**src/hw/mrw_pkg.sv**
```systemverilog
// Constants shared by the mode-register write path and its helpers.
// Assumes a single 40 MHz pclk domain and an APB register port.
package mrw_pkg;

    // ----------------------------------------
    // Command codes on the local command input
    // ----------------------------------------
    localparam logic [3:0] CMD_NOP = 4'h0;
    localparam logic [3:0] CMD_MRW = 4'hA;

    // ----------------------------------------
    // Local address field layout
    // ----------------------------------------
    localparam int MR_NUM_LSB = 0;
    localparam int MR_NUM_MSB = 7;
    localparam int MR_VAL_LSB = 8;
    localparam int MR_VAL_MSB = 15;
    localparam int ADDR_WIDTH = 28;

    // ----------------------------------------
    // Command/address bus encodings
    // ----------------------------------------
    localparam logic [1:0] CA_IDLE  = 2'h0;
    localparam logic [1:0] CA_MRW_A = 2'h1;
    localparam logic [1:0] CA_MRW_B = 2'h2;
    localparam logic [9:0] CA_NOP_WORD = 10'h007;
    localparam logic [3:0] CA_MRW_OPC  = 4'h0;

    // ----------------------------------------
    // Mode register numbers and init defaults
    // ----------------------------------------
    localparam logic [7:0] MR1_NUM = 8'h01;
    localparam logic [7:0] MR2_NUM = 8'h02;
    localparam logic [7:0] MR3_NUM = 8'h03;
    localparam logic [2:0] MR1_BL_DEF  = 3'b011;
    localparam logic [2:0] MR1_WR_DEF  = 3'b100;
    localparam logic [3:0] MR2_LAT_DEF = 4'b0100;
    localparam logic [3:0] MR3_DS_DEF  = 4'b0010;
    localparam int BL_LSB  = 0;
    localparam int WR_LSB  = 5;
    localparam int LAT_LSB = 0;
    localparam int DS_LSB  = 0;
    localparam logic [7:0] MR1_INIT = {MR1_WR_DEF, 2'b00, MR1_BL_DEF};
    localparam logic [7:0] MR2_INIT = {4'h0, MR2_LAT_DEF};
    localparam logic [7:0] MR3_INIT = {4'h0, MR3_DS_DEF};

    // ----------------------------------------
    // APB register offsets
    // ----------------------------------------
    localparam logic [7:0] REG_CTRL   = 8'h00;
    localparam logic [7:0] REG_STATUS = 8'h04;
    localparam logic [7:0] REG_SHADOW = 8'h08;
    localparam logic [7:0] REG_COUNT  = 8'h0C;
    localparam int CTRL_INIT_BIT = 0;

endpackage : mrw_pkg

```
**src/hw/mrw_cmd_if.sv**
```systemverilog
// Carries one mode-register write from the sequencer to the bus encoder.
// Assumes both ends share pclk.
`timescale 1ns/10ps
`default_nettype none
interface mrw_cmd_if;
    logic       valid;
    logic       ready;
    logic [7:0] num;
    logic [7:0] val;
    logic       busy;

    modport src (output valid, output num, output val, input ready, input busy);
    modport dst (input valid, input num, input val, output ready, output busy);
endinterface : mrw_cmd_if
`default_nettype wire

```
**src/hw/mode_register_write_path.sv**
```systemverilog
// Mode-register write path: init sequence, user MRW requests, APB status.
// Assumes one pclk domain; bank_idle comes from the precharge tracker.
//
// Function
// - Any of 256 mode registers may be targeted.
// - Register number and opcode go out on the command/address bus.
// - The memory data bus never carries mode register traffic.
// - An MRW on the local command input starts register programming.
// - After programming, internal settings follow the new register value.
// - Register number is local address bits 7:0.
// - Programming value is local address bits 15:8.
// - Initialization programs mode registers with configured initial values.
// - Registers never rewritten keep their initialization settings.
// - Default MR1: burst code 011, write recovery code 100.
// - Default MR2: latency code 0100, read six, write three.
// - Default MR3: drive strength code 0010, 40 ohm.
//
// Implementation choices: the APB slave port and the address map.
`timescale 1ns/10ps
`default_nettype none
module mode_register_write_path (
    input  wire logic                    pclk,
    input  wire logic                    presetn,
    input  wire logic [3:0]              cmd_in,
    input  wire logic                    cmd_valid,
    input  wire logic [mrw_pkg::ADDR_WIDTH-1:0] local_addr,
    output logic                         cmd_ready,
    input  wire logic                    mem_busy,
    input  wire logic                    bank_idle,
    output logic [9:0]                   mem_cmd_addr_bus_out,
    output logic                         mem_cs_n,
    output logic                         mem_dq_oe,
    output logic                         init_done,
    output logic [2:0]                   burst_len_code,
    output logic [3:0]                   read_lat,
    output logic [3:0]                   write_lat,
    input  wire logic                    psel,
    input  wire logic                    penable,
    input  wire logic                    pwrite,
    input  wire logic [7:0]              paddr,
    input  wire logic [31:0]             pwdata,
    output logic [31:0]                  prdata,
    output logic                         pready,
    output logic                         pslverr
);
    // ----------------------------------------
    // Types and state
    // ----------------------------------------
    typedef enum logic [2:0] {
        ST_INIT1 = 3'b000,
        ST_INIT2 = 3'b001,
        ST_INIT3 = 3'b010,
        ST_IDLE  = 3'b011,
        ST_WAIT  = 3'b100,
        ST_SEND  = 3'b101
    } seq_state_type;

    typedef struct packed {
        seq_state_type st;
        logic [7:0]    num;
        logic [7:0]    val;
        logic          init_done;
        logic          reinit;
        logic [15:0]   count;
        logic [31:0]   rdata;
    } top_state_type;

    top_state_type s_q;
    top_state_type s_d;

    mrw_cmd_if cmd ();

    logic       enc_take;
    logic       is_mrw;
    logic       apb_acc;
    logic       apb_wr;
    logic [3:0] ds_unused;
    logic [2:0] wr_rec;
    logic [3:0] drv;

    // Data pins stay undriven for the whole of every mode register access
    assign mem_dq_oe = 1'b0;

    assign is_mrw   = cmd_valid && (cmd_in == mrw_pkg::CMD_MRW);
    assign enc_take = cmd.valid && cmd.ready;
    assign apb_acc  = psel && penable;
    assign apb_wr   = apb_acc && pwrite;
    assign ds_unused = drv;

    // ----------------------------------------
    // Sequencer
    // ----------------------------------------
    always_comb begin
        s_d       = s_q;
        cmd.valid = 1'b0;
        cmd.num   = s_q.num;
        cmd.val   = s_q.val;
        cmd_ready = 1'b0;
        case (s_q.st)
            ST_INIT1: begin
                cmd.valid = 1'b1;
                cmd.num   = mrw_pkg::MR1_NUM;
                cmd.val   = mrw_pkg::MR1_INIT;
                if (cmd.ready) begin
                    s_d.st = ST_INIT2;
                end
            end
            ST_INIT2: begin
                cmd.valid = 1'b1;
                cmd.num   = mrw_pkg::MR2_NUM;
                cmd.val   = mrw_pkg::MR2_INIT;
                if (cmd.ready) begin
                    s_d.st = ST_INIT3;
                end
            end
            ST_INIT3: begin
                cmd.valid = 1'b1;
                cmd.num   = mrw_pkg::MR3_NUM;
                cmd.val   = mrw_pkg::MR3_INIT;
                if (cmd.ready) begin
                    s_d.st        = ST_IDLE;
                    s_d.init_done = 1'b1;
                end
            end
            ST_IDLE: begin
                // Refuse while a rerun of init is pending, else the request is lost
                cmd_ready = !s_q.reinit;
                if (s_q.reinit) begin
                    s_d.reinit    = 1'b0;
                    s_d.init_done = 1'b0;
                    s_d.st        = ST_INIT1;
                end else if (is_mrw) begin
                    // Number and value are sampled from one request
                    s_d.num = local_addr[mrw_pkg::MR_NUM_MSB:mrw_pkg::MR_NUM_LSB];
                    s_d.val = local_addr[mrw_pkg::MR_VAL_MSB:mrw_pkg::MR_VAL_LSB];
                    s_d.st  = ST_WAIT;
                end
            end
            ST_WAIT: begin
                // Holding here costs latency but avoids clashing with open rows
                if (!mem_busy && bank_idle && !cmd.busy) begin
                    s_d.st = ST_SEND;
                end
            end
            ST_SEND: begin
                cmd.valid = 1'b1;
                if (cmd.ready) begin
                    s_d.count = s_q.count + 16'h0001;
                    s_d.st    = ST_IDLE;
                end
            end
            default: s_d.st = ST_INIT1;
        endcase

        // ----------------------------------------
        // APB slave, zero wait states
        // ----------------------------------------
        if (apb_wr && (paddr == mrw_pkg::REG_CTRL) && pwdata[mrw_pkg::CTRL_INIT_BIT]) begin
            s_d.reinit = 1'b1;
        end
        if (psel && !penable && !pwrite) begin
            case (paddr)
                mrw_pkg::REG_CTRL:   s_d.rdata = {31'h0, s_q.reinit};
                mrw_pkg::REG_STATUS: s_d.rdata = {13'h0000, s_q.st, 7'h00,
                                                  cmd.busy, 7'h00, s_q.init_done};
                mrw_pkg::REG_SHADOW: s_d.rdata = {12'h000, ds_unused, read_lat,
                                                  write_lat, 1'b0, wr_rec,
                                                  1'b0, burst_len_code};
                mrw_pkg::REG_COUNT:  s_d.rdata = {16'h0000, s_q.count};
                default:             s_d.rdata = 32'h00000000;
            endcase
        end
    end

    always_ff @(posedge pclk or negedge presetn) begin
        if (!presetn) begin
            s_q <= '{st: ST_INIT1, num: 8'h00, val: 8'h00, init_done: 1'b0,
                     reinit: 1'b0, count: 16'h0000, rdata: 32'h00000000};
        end else begin
            s_q <= s_d;
        end
    end

    assign init_done = s_q.init_done;
    assign prdata    = s_q.rdata;
    assign pready    = 1'b1;
    assign pslverr   = apb_acc && (paddr != mrw_pkg::REG_CTRL) && (paddr != mrw_pkg::REG_STATUS)
                       && (paddr != mrw_pkg::REG_SHADOW) && (paddr != mrw_pkg::REG_COUNT);

    // ----------------------------------------
    // Helpers
    // ----------------------------------------
    mrw_ca_encoder u_enc (
        .pclk                 (pclk),
        .presetn              (presetn),
        .cmd                  (cmd.dst),
        .mem_cmd_addr_bus_out (mem_cmd_addr_bus_out),
        .mem_cs_n             (mem_cs_n)
    );

    // Shadow follows every accepted write, init ones included
    mrw_shadow u_shadow (
        .pclk           (pclk),
        .presetn        (presetn),
        .wr_stb         (enc_take),
        .wr_num         (cmd.num),
        .wr_val         (cmd.val),
        .burst_len_code (burst_len_code),
        .wr_recovery    (wr_rec),
        .read_lat       (read_lat),
        .write_lat      (write_lat),
        .drive_strength (drv)
    );
endmodule : mode_register_write_path
`default_nettype wire

```
**src/hw/mrw_ca_encoder.sv**
```systemverilog
// Turns one mode-register write into two command/address bus words.
// Assumes the source holds valid until ready.
`timescale 1ns/10ps
`default_nettype none
module mrw_ca_encoder (
    input  wire logic  pclk,
    input  wire logic  presetn,
    mrw_cmd_if.dst     cmd,
    output logic [9:0] mem_cmd_addr_bus_out,
    output logic       mem_cs_n
);
    typedef struct packed {
        logic [1:0] phase;
        logic [7:0] num;
        logic [7:0] val;
        logic [9:0] ca;
        logic       cs_n;
    } enc_state_type;

    enc_state_type s_q;
    enc_state_type s_d;

    assign cmd.ready = (s_q.phase == mrw_pkg::CA_IDLE);
    assign cmd.busy  = (s_q.phase != mrw_pkg::CA_IDLE);

    // ----------------------------------------
    // Two-word sequence
    // ----------------------------------------
    always_comb begin
        s_d      = s_q;
        s_d.ca   = mrw_pkg::CA_NOP_WORD;
        s_d.cs_n = 1'b1;
        case (s_q.phase)
            mrw_pkg::CA_IDLE: begin
                if (cmd.valid) begin
                    s_d.num   = cmd.num;
                    s_d.val   = cmd.val;
                    s_d.phase = mrw_pkg::CA_MRW_A;
                end
            end
            mrw_pkg::CA_MRW_A: begin
                // Register number rides the CA bus, never the data bus
                s_d.ca    = {s_q.num[5:0], mrw_pkg::CA_MRW_OPC};
                s_d.cs_n  = 1'b0;
                s_d.phase = mrw_pkg::CA_MRW_B;
            end
            mrw_pkg::CA_MRW_B: begin
                s_d.ca    = {s_q.val, s_q.num[7:6]};
                s_d.phase = mrw_pkg::CA_IDLE;
            end
            default: s_d.phase = mrw_pkg::CA_IDLE;
        endcase
    end

    always_ff @(posedge pclk or negedge presetn) begin
        if (!presetn) begin
            s_q <= '{phase: mrw_pkg::CA_IDLE, num: 8'h00, val: 8'h00,
                     ca: mrw_pkg::CA_NOP_WORD, cs_n: 1'b1};
        end else begin
            s_q <= s_d;
        end
    end

    assign mem_cmd_addr_bus_out = s_q.ca;
    assign mem_cs_n             = s_q.cs_n;
endmodule : mrw_ca_encoder
`default_nettype wire

```
**src/hw/mrw_shadow.sv**
```systemverilog
// Controller-side copy of the settings held in mode registers 1 to 3.
// Assumes writes arrive as single-cycle strobes.
`timescale 1ns/10ps
`default_nettype none
module mrw_shadow (
    input  wire logic       pclk,
    input  wire logic       presetn,
    input  wire logic       wr_stb,
    input  wire logic [7:0] wr_num,
    input  wire logic [7:0] wr_val,
    output logic [2:0]      burst_len_code,
    output logic [2:0]      wr_recovery,
    output logic [3:0]      read_lat,
    output logic [3:0]      write_lat,
    output logic [3:0]      drive_strength
);
    typedef struct packed {
        logic [7:0] mr1;
        logic [7:0] mr2;
        logic [7:0] mr3;
    } shadow_state_type;

    shadow_state_type s_q;
    shadow_state_type s_d;

    // Untouched registers keep their init copy
    always_comb begin
        s_d = s_q;
        if (wr_stb) begin
            case (wr_num)
                mrw_pkg::MR1_NUM: s_d.mr1 = wr_val;
                mrw_pkg::MR2_NUM: s_d.mr2 = wr_val;
                mrw_pkg::MR3_NUM: s_d.mr3 = wr_val;
                default: s_d = s_q;
            endcase
        end
    end

    always_ff @(posedge pclk or negedge presetn) begin
        if (!presetn) begin
            s_q <= '{mr1: mrw_pkg::MR1_INIT, mr2: mrw_pkg::MR2_INIT,
                     mr3: mrw_pkg::MR3_INIT};
        end else begin
            s_q <= s_d;
        end
    end

    // Latency code maps to read/write latency pairs (code 4 gives 6/3)
    always_comb begin
        read_lat  = s_q.mr2[mrw_pkg::LAT_LSB +: 4] + 4'h2;
        write_lat = s_q.mr2[mrw_pkg::LAT_LSB +: 4] - 4'h1;
    end

    assign burst_len_code = s_q.mr1[mrw_pkg::BL_LSB +: 3];
    assign wr_recovery    = s_q.mr1[mrw_pkg::WR_LSB +: 3];
    assign drive_strength = s_q.mr3[mrw_pkg::DS_LSB +: 4];
endmodule : mrw_shadow
`default_nettype wire

```
**config.mk**
```make
export PLATFORM = sky130hd
export DESIGN_NAME = mode_register_write_path
export DESIGN_NICKNAME = d
export VERILOG_FILES = /design/src/hw/mrw_pkg.sv /design/src/hw/mrw_cmd_if.sv /design/src/hw/mode_register_write_path.sv /design/src/hw/mrw_ca_encoder.sv /design/src/hw/mrw_shadow.sv
export SDC_FILE = /design/constraint.sdc
export NUM_CORES = 1
export LEC_CHECK = 0
export BUFFER_PORTS_ARGS = -buffer_cell sky130_fd_sc_hd__buf_2
export CORE_ASPECT_RATIO = 0.8
export CORE_MARGIN = 5
export CORE_UTILIZATION = 56
export DETAILED_ROUTE_END_ITERATION = 7
export GPL_TIMING_DRIVEN = 0
export HOLD_SLACK_MARGIN = 0.08
export PLACE_DENSITY_LB_ADDON = 0.08
export SETUP_SLACK_MARGIN = 0.15
export SKIP_CTS_REPAIR_TIMING = 1
export SYNTH_ARGS = -nofsm -noshare
export SYNTH_HDL_FRONTEND = slang
export SYNTH_SLANG_ARGS = --single-unit
export TNS_END_PERCENT = 100
```
**constraint.sdc**
```tcl
create_clock -name pclk -period 4.3 [get_ports pclk]
set_clock_uncertainty 0.05 [all_clocks]
set_input_delay 0.86 -clock pclk [delete_from_list [all_inputs] [get_ports pclk]]
set_output_delay 0.86 -clock pclk [all_outputs]
set_load 0.01 [all_outputs]
```
**Word level (Yosys, flattened, before mapping)**

Index checks and enable logic that the tools add are counted.

- Divide/modulo/power cells: 0
- $mul: 0
- Reduce and logical (&&, ||, !) cells: 36
- Eq/ne operators: 25
- Shift operators: 0
- Muxes and demuxes: 21
- Add/subtract/negate cells: 3
- Bitwise operators: 1
- Order comparisons: 0

Operators by type and width:

| kind | number |
|---|---|
| $pmux 20 s4 | 1 |
| $pmux 8 s3 | 2 |
| $pmux 10 s2 | 1 |
| $mux 19 | 1 |
| $mux 18 | 1 |
| $add 16x1->16 const B | 1 |
| $eq 8x2->1 const B | 2 |
| $eq 8x4->1 const B | 2 |
| $ne 8x4->1 const B | 2 |
| $mux 3 | 5 |
| $pmux 3 s5 | 1 |
| $logic_and 1x1->1 | 14 |
| $ne 2x2->1 const B | 6 |
| $reduce_and 2->1 | 5 |
| $eq 8x1->1 const B | 1 |
| $eq 8x3->1 const B | 1 |
| $logic_not 8->1 | 1 |
| $ne 8x3->1 const B | 1 |
| $reduce_bool 8->1 | 1 |
| $eq 3x2->1 const B | 2 |
| $eq 3x3->1 const B | 2 |
| $mux 1 | 6 |
| $reduce_and 3->1 | 2 |
| $reduce_bool 2->1 | 3 |
| 18 further kinds | 22 |

- RAM bits: 0
- Word-level logic and storage cells: 101
- Memories kept: 0
- Input port bits: 80
- ROM bits: 0
- Flip-flop bits (word level): 114
- Bits in latches: 0

**Logic depth before layout (Yosys ltp)**

Gate-level depths: netlist (run 1).

- Word-level depth: 5
- Gate-level depth with buffers: 7

**Cells and area by module**

A second synthesis (run 1) with hierarchy kept.

- Cells, all modules: 444
- Area, all modules: 5,106.1 sq um

By module, submodules not included:

| module | area an instance (sq um) | seq. area each (sq um) | instances | cells each |
|---|---|---|---|---|
| mode_register_write_path | 3,061.7 | 1,426.4 | 1 | 294 |
| mrw_ca_encoder | 1,282.5 | 730.7 | 1 | 91 |
| mrw_shadow | 762.0 | 356.6 | 1 | 59 |

**Least setup slack after synthesis (run 1)**

OpenSTA, ideal clock, no wires.

- Path kind: input to output
- From: in paddr[1]
- To: out pslverr
- Setup slack: 1,989 ps
- Buffers on the path: 0
- Cell stages on the path: 3
- Data required time: 3,390 ps
- Arrival: 1,401 ps
- Cell sequence: nor2_1 -> nand3_1 -> and3_1

- Word-level cells in the longest chain between the ends: 5

RTL lines:

| element | line | source |
|---|---|---|
| start: declaration | mode_register_write_path.sv:40 | `input wire logic [7:0] paddr,` |
| $reduce_bool 8->1 | mode_register_write_path.sv:187 | `assign pslverr = apb_acc && (paddr != mrw_pkg::REG_CTRL) && (paddr != mrw_pkg::REG_STATUS)` |
| $logic_and 1x1->1 (2 in series) | mode_register_write_path.sv:187 |  |
| $logic_and 1x1->1 | mode_register_write_path.sv:188 | `&& (paddr != mrw_pkg::REG_SHADOW) && (paddr != mrw_pkg::REG_COUNT);` |
| $logic_and 1x1->1 (*) | mode_register_write_path.sv:188 |  |
| end: declaration | mode_register_write_path.sv:44 | `output logic pslverr` |

Mark *: on every way between the ends. The rest lies on a longest branch, timed or not.

**Worst setup path after layout (run 1)**

- From: in paddr[5]
- To: out pslverr

The elaborated chain is that of the path after synthesis.

==> metrics.log, run 1 <==
INFO  metric async_reset_ff_frac = 1.00
INFO  metric critical_path.most_common_cell = sky130_fd_sc_hd__buf_2
INFO  metric weighted_congestion_reported_at_the_end_of_routability_driven_placement = 0.912
INFO  metric placementRows = 30
INFO  metric synth.largest_area_cell = sky130_fd_sc_hd__dfrtp_1
INFO  metric timing.critical_path.from = paddr[5]
INFO  metric timing.rr.start = u_enc.s_q[28]
INFO  metric drt_drc_violations_left = 0
INFO  metric finalWorstPathRequiredPeriod = 2.71 ns
INFO  metric detail-route-antenna-nets = 0
INFO  metric clock_power_share = 0.185
INFO  metric maxUsedRoutingLayer = met4
INFO  metric synth.area.top_cells = sky130_fd_sc_hd__dfrtp_1 (46%), sky130_fd_sc_hd__buf_4 (7.5%), sky130_fd_sc_hd__dfstp_2 (4.8%)
INFO  metric clock_tree_from_tritoncts = built
INFO  metric route.vias.total = 3552
INFO  metric all_layer_global_routing_usage = 0.209
INFO  metric drv_slew = 0
INFO  metric netlist.area_leader.share = 0.463
INFO  metric setup-tns-final = 0 ns
INFO  metric numPortBuffers = 80
INFO  metric cell_internal_pwr = 1.91 mW
INFO  metric p_sw_frac = 0.370
INFO  metric dieArea = 10800 um^2
INFO  metric initial_core_util = 0.577
INFO  metric critical_path_class = in -> out
INFO  metric synth_flop_cell = sky130_fd_sc_hd__dfrtp_1
INFO  metric h-tree-depth = 3
INFO  metric ys_seq_elements = 100
INFO  metric drt_pre_antenna_iters = 5
INFO  metric series_of_cell_instances_along_the_critical_path = buf_2 > nor2_1 > nand3_1 > and3_1 > buf_2
INFO  metric worstSkewPairLatency = 0.37 ns
INFO  metric design.portCount = 139
INFO  metric run_status = finished clean
INFO  metric grt_setup_unrepaired = false
INFO  metric worstPathRequired = 3.39 ns
INFO  metric wl_met2 = 4.78 mm
INFO  metric syn-cell-area = 4920 um^2
INFO  metric net_switching_power = 1.12 mW
INFO  metric areaGrowthSynthToFinish = 16.2%
INFO  metric postRouteWirelength = 10.8 mm
INFO  metric vias_in_the_first_global_route = 3454
INFO  metric fp.coreArea = 8520 um^2
INFO  metric standby_leakage_power = 2.91 nW
INFO  metric max_freq = 369 MHz
INFO  metric tightestPinTransition = 0.670 ns
INFO  metric drtIter0Drc = 166
INFO  metric cts.sinks = 100
INFO  metric total_gr_overflow = 0
INFO  metric met1_length = 5.14 mm
INFO  metric critical_path.startpoint_type = input port
INFO  metric hp-class = reg -> reg
INFO  metric endpoint_kind = output pin
INFO  metric nNetsFinal = 644
INFO  metric cp_max_fo = 7
INFO  metric warnings_synthesis = 0
INFO  metric maxCapViolations = 0
INFO  metric dpl_cell_area = 5530 um^2
INFO  metric cells_after_synthesis = 452
INFO  metric seq_power_share = 0.440
INFO  metric worst_hold_startpoint = s_q[47]
INFO  metric cp_data_arrival_time = 1.80 ns
INFO  metric post_route_cells_drive_above_1_share = 0.349
INFO  metric slowest_delay = 0.29 ns
INFO  metric cts_inserted_buffers = 9
INFO  metric yosys.cell_types.count = 53
INFO  metric power_density = 529 nW/um^2
INFO  metric routed-wl-met3 = 820 um
INFO  metric clock_tree.buffer_depth = 2
INFO  metric fillers = 698
INFO  metric setup_viol = 0
INFO  metric worst_ir_drop_vdd = 0.000257 V
INFO  metric avgViaCountPerCell = 5.28
INFO  metric synth.most_common_cell = sky130_fd_sc_hd__dfrtp_1
INFO  metric initial_antenna_violation_count = 0
INFO  metric floorplan.die.height = 93.8 um
INFO  metric layout_worst_path_cycle_share = 0.629
INFO  metric pin_count_of_the_biggest_net_entering_global_routing = 52
INFO  metric wl_per_cell = 16.1 um
INFO  metric synth_edf_count = 0
INFO  metric combPwrFrac = 0.376
INFO  metric buffer_type_at_the_clock_tree_root = sky130_fd_sc_hd__clkbuf_8
INFO  metric finish.instance_area = 5720 um^2
INFO  metric total_power = 3.03 mW
INFO  metric most_frequent_cells_after_synthesis = sky130_fd_sc_hd__dfrtp_1 (91), sky130_fd_sc_hd__nand2_1 (55), sky130_fd_sc_hd__buf_4 (49)
INFO  metric finalHoldViolCount = 0
INFO  metric timing.slew.headroom = 0.553
INFO  metric synth_seq_area_share = 0.511
INFO  metric antenna_cells = 0
INFO  metric grt_pass1_wl = 17.6 mm
INFO  metric finish.utilization = 0.671
INFO  metric synthesized_area_per_cell = 10.9 um^2
INFO  metric cpMaxStageDelayCell = sky130_fd_sc_hd__and3_1
INFO  metric place_hpwl = 8.22 mm
INFO  metric clk_transition_reported_paths = 0.10 ns
INFO  metric die_w = 115 um
## power groups by stage
stage	combinational (mW)	clock [mW]	sequential (mW)
2_1_floorplan	0.807	0	1.29
3_3_place_gp	1.10	0	1.33
3_5_place_dp	1.14	0	1.34
4_1_cts	1.14	0.572	1.33
5_1_grt	1.26	0.616	1.35
6_report	1.14	0.559	1.33
## stage by stage
| stage | hold slack (ns) | instances | setup slack (ns) |
|---|---|---|---|
| 3_3_place_gp | 0.410 | 656 | 1.31 |
| 2_1_floorplan | 0.395 | 464 | 1.99 |
| 4_1_cts | 0.432 | 673 | 1.58 |
| 3_5_place_dp | 0.418 | 657 | 1.59 |
| 6_report | 0.436 | 673 | 1.59 |
| 5_1_grt | 0.440 | 673 | 1.47 |
## layout by cell type (no fill, tap or decap), types with 5 or more instances in the layout
cell type	n
sky130_fd_sc_hd__ha_1	8
sky130_fd_sc_hd__nand3_1	12
sky130_fd_sc_hd__conb_1	14
sky130_fd_sc_hd__mux2i_1	12
sky130_fd_sc_hd__nand2_1	55
sky130_fd_sc_hd__buf_4	50
sky130_fd_sc_hd__nor2_1	18
sky130_fd_sc_hd__nand4_1	5
sky130_fd_sc_hd__nor2b_1	8
sky130_fd_sc_hd__buf_2	81
sky130_fd_sc_hd__o21ai_0	32
sky130_fd_sc_hd__clkbuf_1	14
sky130_fd_sc_hd__mux2_1	5
sky130_fd_sc_hd__xnor2_1	11
sky130_fd_sc_hd__a21o_1	5
sky130_fd_sc_hd__o31ai_1	9
sky130_fd_sc_hd__clkbuf_8	9
sky130_fd_sc_hd__and3_1	5
sky130_fd_sc_hd__inv_1	14
sky130_fd_sc_hd__dfrtp_1	91
sky130_fd_sc_hd__a21oi_1	7
sky130_fd_sc_hd__a22oi_1	11
sky130_fd_sc_hd__dfstp_2	9
sky130_fd_sc_hd__xor2_1	7
sky130_fd_sc_hd__mux2_2	21
## final timing paths
check / end / slack [ns] / cells after the start
setup / recovery: pslverr / 1.59 / 5
hold / removal: s_q[47] / 0.44 / 1
setup reg to reg: s_q[47] / 2.18 / 6
hold reg to reg: s_q[47] / 0.44 / 1
max in group asynchronous: u_shadow.s_q[10] / 2.99 / 2
min in group asynchronous: s_q[60] / 0.46 / 1
## kinds of logic (layout without fill, tap and decap cells)
family	count (synthesis)	after routing	share of synthesized area
and+or+nand+nor	123	123	0.131
DFF	100	100	0.511
buffers and inverters	81	178	0.103
AOI/OAI and AO/OA	78	78	0.103
muxes	42	42	0.0977
xor gates and xnor gates	18	18	0.0321
adders and majority gates	8	8	0.0204
other	2	14	0.00153
## critical path: cells and delay by family
kind,cells,cell delay (ns)
and+or+nand+nor,3,0.70
buffers and inverters,2,0.22
## area by class of cell
type / count / area, um^2 / share of cell area
clock inverters: 7 / 58.8 / 0.0103
repair buffers: 81 / 430 / 0.0753
plain buffers: 67 / 453 / 0.0792
inverters: 14 / 52.6 / 0.00919
multi-input cells: 283 / 1940 / 0.340
flip-flops and latches: 100 / 2510 / 0.440
well taps: 112 / 140 / 0.0245
clock buffers: 9 / 124 / 0.0217
## flip-flops by register name, indices dropped and copies added, names as in the netlist
register and count:
init_done 1, u_shadow.s_q 4, u_shadow.drive_strength 4, u_shadow.burst_len_code 3
s_q 36, prdata 20, u_shadow.wr_recovery 3, u_enc.mem_cs_n 1
u_enc.s_q 18, u_enc.mem_cmd_addr_bus_out 10
## metal layers
| metal | track usage | up-vias |
|---|---|---|
| li1 | - | 1705 |
| met4 | 0.0528 | 0 |
| met2 | 0.312 | 114 |
| met3 | 0.0502 | 9 |
| met5 | 0 | - |
| met1 | 0.308 | 1724 |
Power figures use the tool's default switching activity.
==> run 2, diff against run 1 <==
--- a/config.mk
+++ b/config.mk
@@ -5,10 +5,11 @@
 export SDC_FILE = /design/constraint.sdc
 export NUM_CORES = 1
 export LEC_CHECK = 0
+export ABC_AREA = 1
 export BUFFER_PORTS_ARGS = -buffer_cell sky130_fd_sc_hd__buf_2
 export CORE_ASPECT_RATIO = 0.8
 export CORE_MARGIN = 5
-export CORE_UTILIZATION = 56
+export CORE_UTILIZATION = 48
 export DETAILED_ROUTE_END_ITERATION = 7
 export GPL_TIMING_DRIVEN = 0
 export HOLD_SLACK_MARGIN = 0.08
==> constraint.sdc (replaced) <==
create_clock -name pclk -period 2.2 [get_ports pclk]
set_clock_uncertainty 0.05 [all_clocks]
set_input_delay 0.44 -clock pclk [delete_from_list [all_inputs] [get_ports pclk]]
set_output_delay 0.44 -clock pclk [all_outputs]
set_load 0.01 [all_outputs]
==> run 2 against run 1 <==
  * Critical path depth up 1
  * Non-clock buffer count up 3
  * Sequential power is 94% higher
  * Design area up 11%
  * Global-route usage down 1.1 points
  * Register-to-register slack lost 1.8 ns
  * Flip-flop and latch count unchanged
  * Total power increased by 130%
==> metrics.log, run 2 <==
INFO  metric run_status = finished clean (unchanged)
INFO  metric cells_after_synthesis = 677 (was 452)
INFO  metric main_combinational_cell_family_by_area_after_synthesis = simple AND/OR/NAND/NOR gates (unchanged)
INFO  metric setup_viol = 0 (unchanged)
INFO  metric reg2reg_setup_slack = 0.42 ns (was 2.18 ns)
INFO  metric grt_setup_unrepaired = true (was false)
INFO  metric cp_data_arrival_time = 1.61 ns (was 1.80 ns)
INFO  metric fillers = 1044 (was 698)
INFO  metric place_hpwl = 10.0 mm (was 8.22 mm)
INFO  metric die_w = 128 um (was 115 um)
INFO  metric synthesized_area_per_cell = 7.85 um^2 (was 10.9 um^2)
INFO  metric initial_core_util = 0.490 (was 0.577)
INFO  metric netlist.area_leader.share = 0.428 (was 0.463)
INFO  metric finalWorstPathRequiredPeriod = 2.10 ns
INFO  metric clock_power_share = 0.235 (was 0.185)
INFO  metric synth_flop_cell = sky130_fd_sc_hd__dfrtp_1 (unchanged)
INFO  metric avgViaCountPerCell = 4.87 (was 5.28)
INFO  metric pin_count_of_the_biggest_net_entering_global_routing = 71 (was 52)
INFO  metric final_common_cell = sky130_fd_sc_hd__nand2_1 (was sky130_fd_sc_hd__dfrtp_1)
INFO  metric placed_cells_incl_taps = 915 (was 657)
INFO  metric max_freq = 475 MHz
INFO  metric initial_antenna_violation_count = 0 (unchanged)
INFO  metric worstPathRequired = 1.71 ns (was 3.39 ns)
INFO  metric total_power = 6.92 mW (was 3.03 mW)
INFO  metric most_frequent_cells_after_synthesis = sky130_fd_sc_hd__nand2_1 (254), sky130_fd_sc_hd__dfrtp_1 (91), sky130_fd_sc_hd__inv_1 (51) (was sky130_fd_sc_hd__dfrtp_1 (91), sky130_fd_sc_hd__nand2_1 (55), sky130_fd_sc_hd__buf_4 (49))
INFO  metric drt_pre_antenna_iters = 5 (unchanged)
INFO  metric nNetsFinal = 874 (was 644)
INFO  metric all_layer_global_routing_usage = 0.198 (was 0.209)
INFO  metric critical_path.startpoint_type = flip-flop (was input port)
INFO  metric maxCapViolations = 0 (unchanged)
INFO  metric tightestPinTransition = 0.763 ns (was 0.670 ns)
INFO  metric net_switching_power = 2.72 mW (was 1.12 mW)
INFO  metric combPwrFrac = 0.392 (was 0.376)
INFO  metric fp.coreArea = 10800 um^2 (was 8520 um^2)
INFO  metric fin_cells = 935 (was 673)
INFO  metric seq_power_share = 0.374 (was 0.440)
INFO  metric drv_slew = 0 (unchanged)
INFO  metric buffer_type_at_the_clock_tree_root = sky130_fd_sc_hd__clkbuf_16 (was sky130_fd_sc_hd__clkbuf_8)
INFO  metric synth.largest_area_cell = sky130_fd_sc_hd__dfrtp_1 (unchanged)
INFO  metric layout_worst_path_cycle_share = 0.957
INFO  metric timing.critical_path.from = u_shadow.s_q[10] (was paddr[5])
INFO  metric critical_path_class = reg -> out (was in -> out)
INFO  metric synth.most_common_cell = sky130_fd_sc_hd__nand2_1 (was sky130_fd_sc_hd__dfrtp_1)
INFO  metric yosys.cell_types.count = 37 (was 53)
INFO  metric warnings_synthesis = 0 (unchanged)
INFO  metric wl_per_cell = 13.9 um (was 16.1 um)
INFO  metric total_gr_overflow = 0 (unchanged)
INFO  metric design.portCount = 139 (unchanged)
INFO  metric ys_seq_elements = 100 (unchanged)
INFO  metric synth_edf_count = 0 (unchanged)
INFO  metric p_sw_frac = 0.394 (was 0.370)
INFO  metric power_density = 1090 nW/um^2 (was 529 nW/um^2)
INFO  metric largest_reg_flops = 36 (unchanged)
INFO  metric clock_tree.buffer_depth = 2 (unchanged)
INFO  metric dieArea = 13300 um^2 (was 10800 um^2)
INFO  metric clock_tree_from_tritoncts = built (unchanged)
INFO  metric grt_pass1_wl = 21.1 mm (was 17.6 mm)
INFO  metric rr_endpoint = u_shadow.drive_strength[0] (was s_q[47])
INFO  metric drt_drc_violations_left = 0 (unchanged)
INFO  metric most-common-layout-cells = sky130_fd_sc_hd__nand2_1 (251), sky130_fd_sc_hd__dfrtp_1 (89), sky130_fd_sc_hd__buf_2 (83) (was sky130_fd_sc_hd__dfrtp_1 (91), sky130_fd_sc_hd__buf_2 (81), sky130_fd_sc_hd__nand2_1 (55))
INFO  metric cts_inserted_buffers = 9 (unchanged)
INFO  metric standby_leakage_power = 3.50 nW (was 2.91 nW)
INFO  metric syn-cell-area = 5320 um^2 (was 4920 um^2)
INFO  metric floorplan.die.height = 104 um (was 93.8 um)
INFO  metric cp_max_fo = 4 (was 7)
INFO  metric compound_gate_portion_of_the_synthesized_area = 0.0565 (was 0.103)
INFO  metric worstSkewPairLatency = 0.34 ns (was 0.37 ns)
INFO  metric finalHoldViolCount = 0 (unchanged)
INFO  metric basic_gate_share_of_the_synthesized_area_counting_and_or_nand_and_nor_cells = 0.297 (was 0.131)
INFO  metric areaGrowthSynthToFinish = 19.7% (was 16.2%)
INFO  metric weighted_congestion_reported_at_the_end_of_routability_driven_placement = 0.869 (was 0.912)
INFO  metric max_flop_register = s_q (unchanged)
INFO  metric cts.sinks = 100 (unchanged)
INFO  metric yosys.area_share.adder = 0.0188 (was 0.0204)
INFO  metric worst_ir_drop_vdd = 0.000662 V (was 0.000257 V)
INFO  metric h-tree-depth = 3 (unchanged)
INFO  metric antenna_cells = 0 (unchanged)
INFO  metric drtIter0Drc = 312 (was 166)
INFO  metric postRouteWirelength = 13.0 mm (was 10.8 mm)
INFO  metric route.vias.total = 4553 (was 3552)
INFO  metric hp-class = in -> reg (was reg -> reg)
INFO  metric numPortBuffers = 81 (was 80)
INFO  metric yosys.area_share.xor_xnor = 0.0228 (was 0.0321)
INFO  metric timing.reg2reg.worst_path_depth = 7 (was 6)
INFO  metric clk_transition_reported_paths = 0.07 ns (was 0.10 ns)
INFO  metric placementRows = 34 (was 30)
INFO  metric endpoint_kind = output pin (unchanged)
INFO  metric timing.slew.headroom = 0.486 (was 0.553)
INFO  metric vias_in_the_first_global_route = 4252 (was 3454)
INFO  metric synth.area.top_cells = sky130_fd_sc_hd__dfrtp_1 (43%), sky130_fd_sc_hd__nand2_1 (18%), sky130_fd_sc_hd__buf_4 (6.9%) (was sky130_fd_sc_hd__dfrtp_1 (46%), sky130_fd_sc_hd__buf_4 (7.5%), sky130_fd_sc_hd__dfstp_2 (4.8%))
INFO  metric cell_internal_pwr = 4.19 mW (was 1.91 mW)
INFO  metric timing.rr.start = s_q[68] (was u_enc.s_q[28])
INFO  metric post_route_cells_drive_above_1_share = 0.259 (was 0.349)
INFO  metric async_reset_ff_frac = 1.00 (unchanged)
INFO  metric synth_seq_area_share = 0.473 (was 0.511)
INFO  metric yosys-mux-area-fraction = 0 (was 0.0977)
INFO  metric crit_end = write_lat[3] (was pslverr)
INFO  metric detail-route-antenna-nets = 0 (unchanged)
==> run 2: layer usage <==
layer / routed length [um] / up-vias / GRT usage
li1: - / 2267 / -
met1: 6550 / 2135 / 0.304
met2: 5530 / 138 / 0.289
met3: 807 / 13 / 0.0421
met4: 120 / 0 / 0.0402
met5: 0 / - / 0
==> run 2: worst max-delay path: stages (launching register included) <==
cell and delay (ns):
sky130_fd_sc_hd__dfstp_2 0.57, sky130_fd_sc_hd__inv_2 0.06, sky130_fd_sc_hd__ha_4 0.15, sky130_fd_sc_hd__nand2_2 0.07, sky130_fd_sc_hd__nand2_2 0.07, sky130_fd_sc_hd__xnor2_2 0.19
sky130_fd_sc_hd__buf_2 0.17
==> run 2: cell type report <==
cell class,count,area (um^2),area share
plain buffers,65,480,0.0755
clock buffers,9,225,0.0354
clock inverters,7,82.6,0.0130
inverters,57,216,0.0340
multi-input cells,467,2190,0.345
flip-flops and latches,100,2520,0.395
well taps,144,180,0.0283
repair buffers,86,468,0.0735
==> run 2: worst min-delay path by stage <==
| stage | startpoint | end | slack [ns] | depth (start not counted) |
|---|---|---|---|---|
| 6_report | local_addr[7] | s_q[65] | 0.28 | 3 |
| 5_1_grt | local_addr[2] | s_q[60] | 0.29 | 3 |
| 4_1_cts | presetn | s_q[62] | -0.001 | 1 |
| 3_5_place_dp | presetn | s_q[62] | 0.37 | 1 |
| 3_3_place_gp | u_shadow.drive_strength[1] | u_shadow.drive_strength[1] | 0.41 | 2 |
| 2_1_floorplan | presetn | init_done | 0.09 | 0 |
==> run 2: logic make-up (layout without fill, tap and decap cells) <==
family                     Yosys count  after routing
AOI/OAI and AO/OA                   57             57
xor gates and xnor gates            13             13
adders and majority gates            8              8
buffers and inverters              122            224
DFF                                100            100
other                                2             14
and+or+nand+nor                    375            375
==> run 2: per-stage QoR <==
step | util | setup WS (ns) | TNS (ns) | hold slack, ns | instance area, um^2
6_report | 0.587 | 0.0951 | 0 | 0.277 | 6360
5_1_grt | 0.587 | 0.0304 | 0 | 0.287 | 6360
4_1_cts | 0.579 | -0.0733 | -0.0733 | -0.000984 | 6280
3_5_place_dp | 0.551 | -0.0710 | -0.0710 | 0.366 | 5980
3_3_place_gp | 0.548 | -0.430 | -38.30 | 0.408 | 5950
2_1_floorplan | - | 0.478 | 0 | 0.0944 | 5360
==> run 2: power groups by stage <==
| stage | Sequential [mW] | Combinational (mW) | Clock (mW) |
|---|---|---|---|
| 6_report | 2.58 | 2.71 | 1.62 |
| 5_1_grt | 2.63 | 3.02 | 1.72 |
| 4_1_cts | 2.57 | 2.59 | 1.65 |
| 3_5_place_dp | 2.61 | 2.57 | 0 |
| 3_3_place_gp | 2.59 | 2.52 | 0 |
| 2_1_floorplan | 2.53 | 1.79 | 0 |
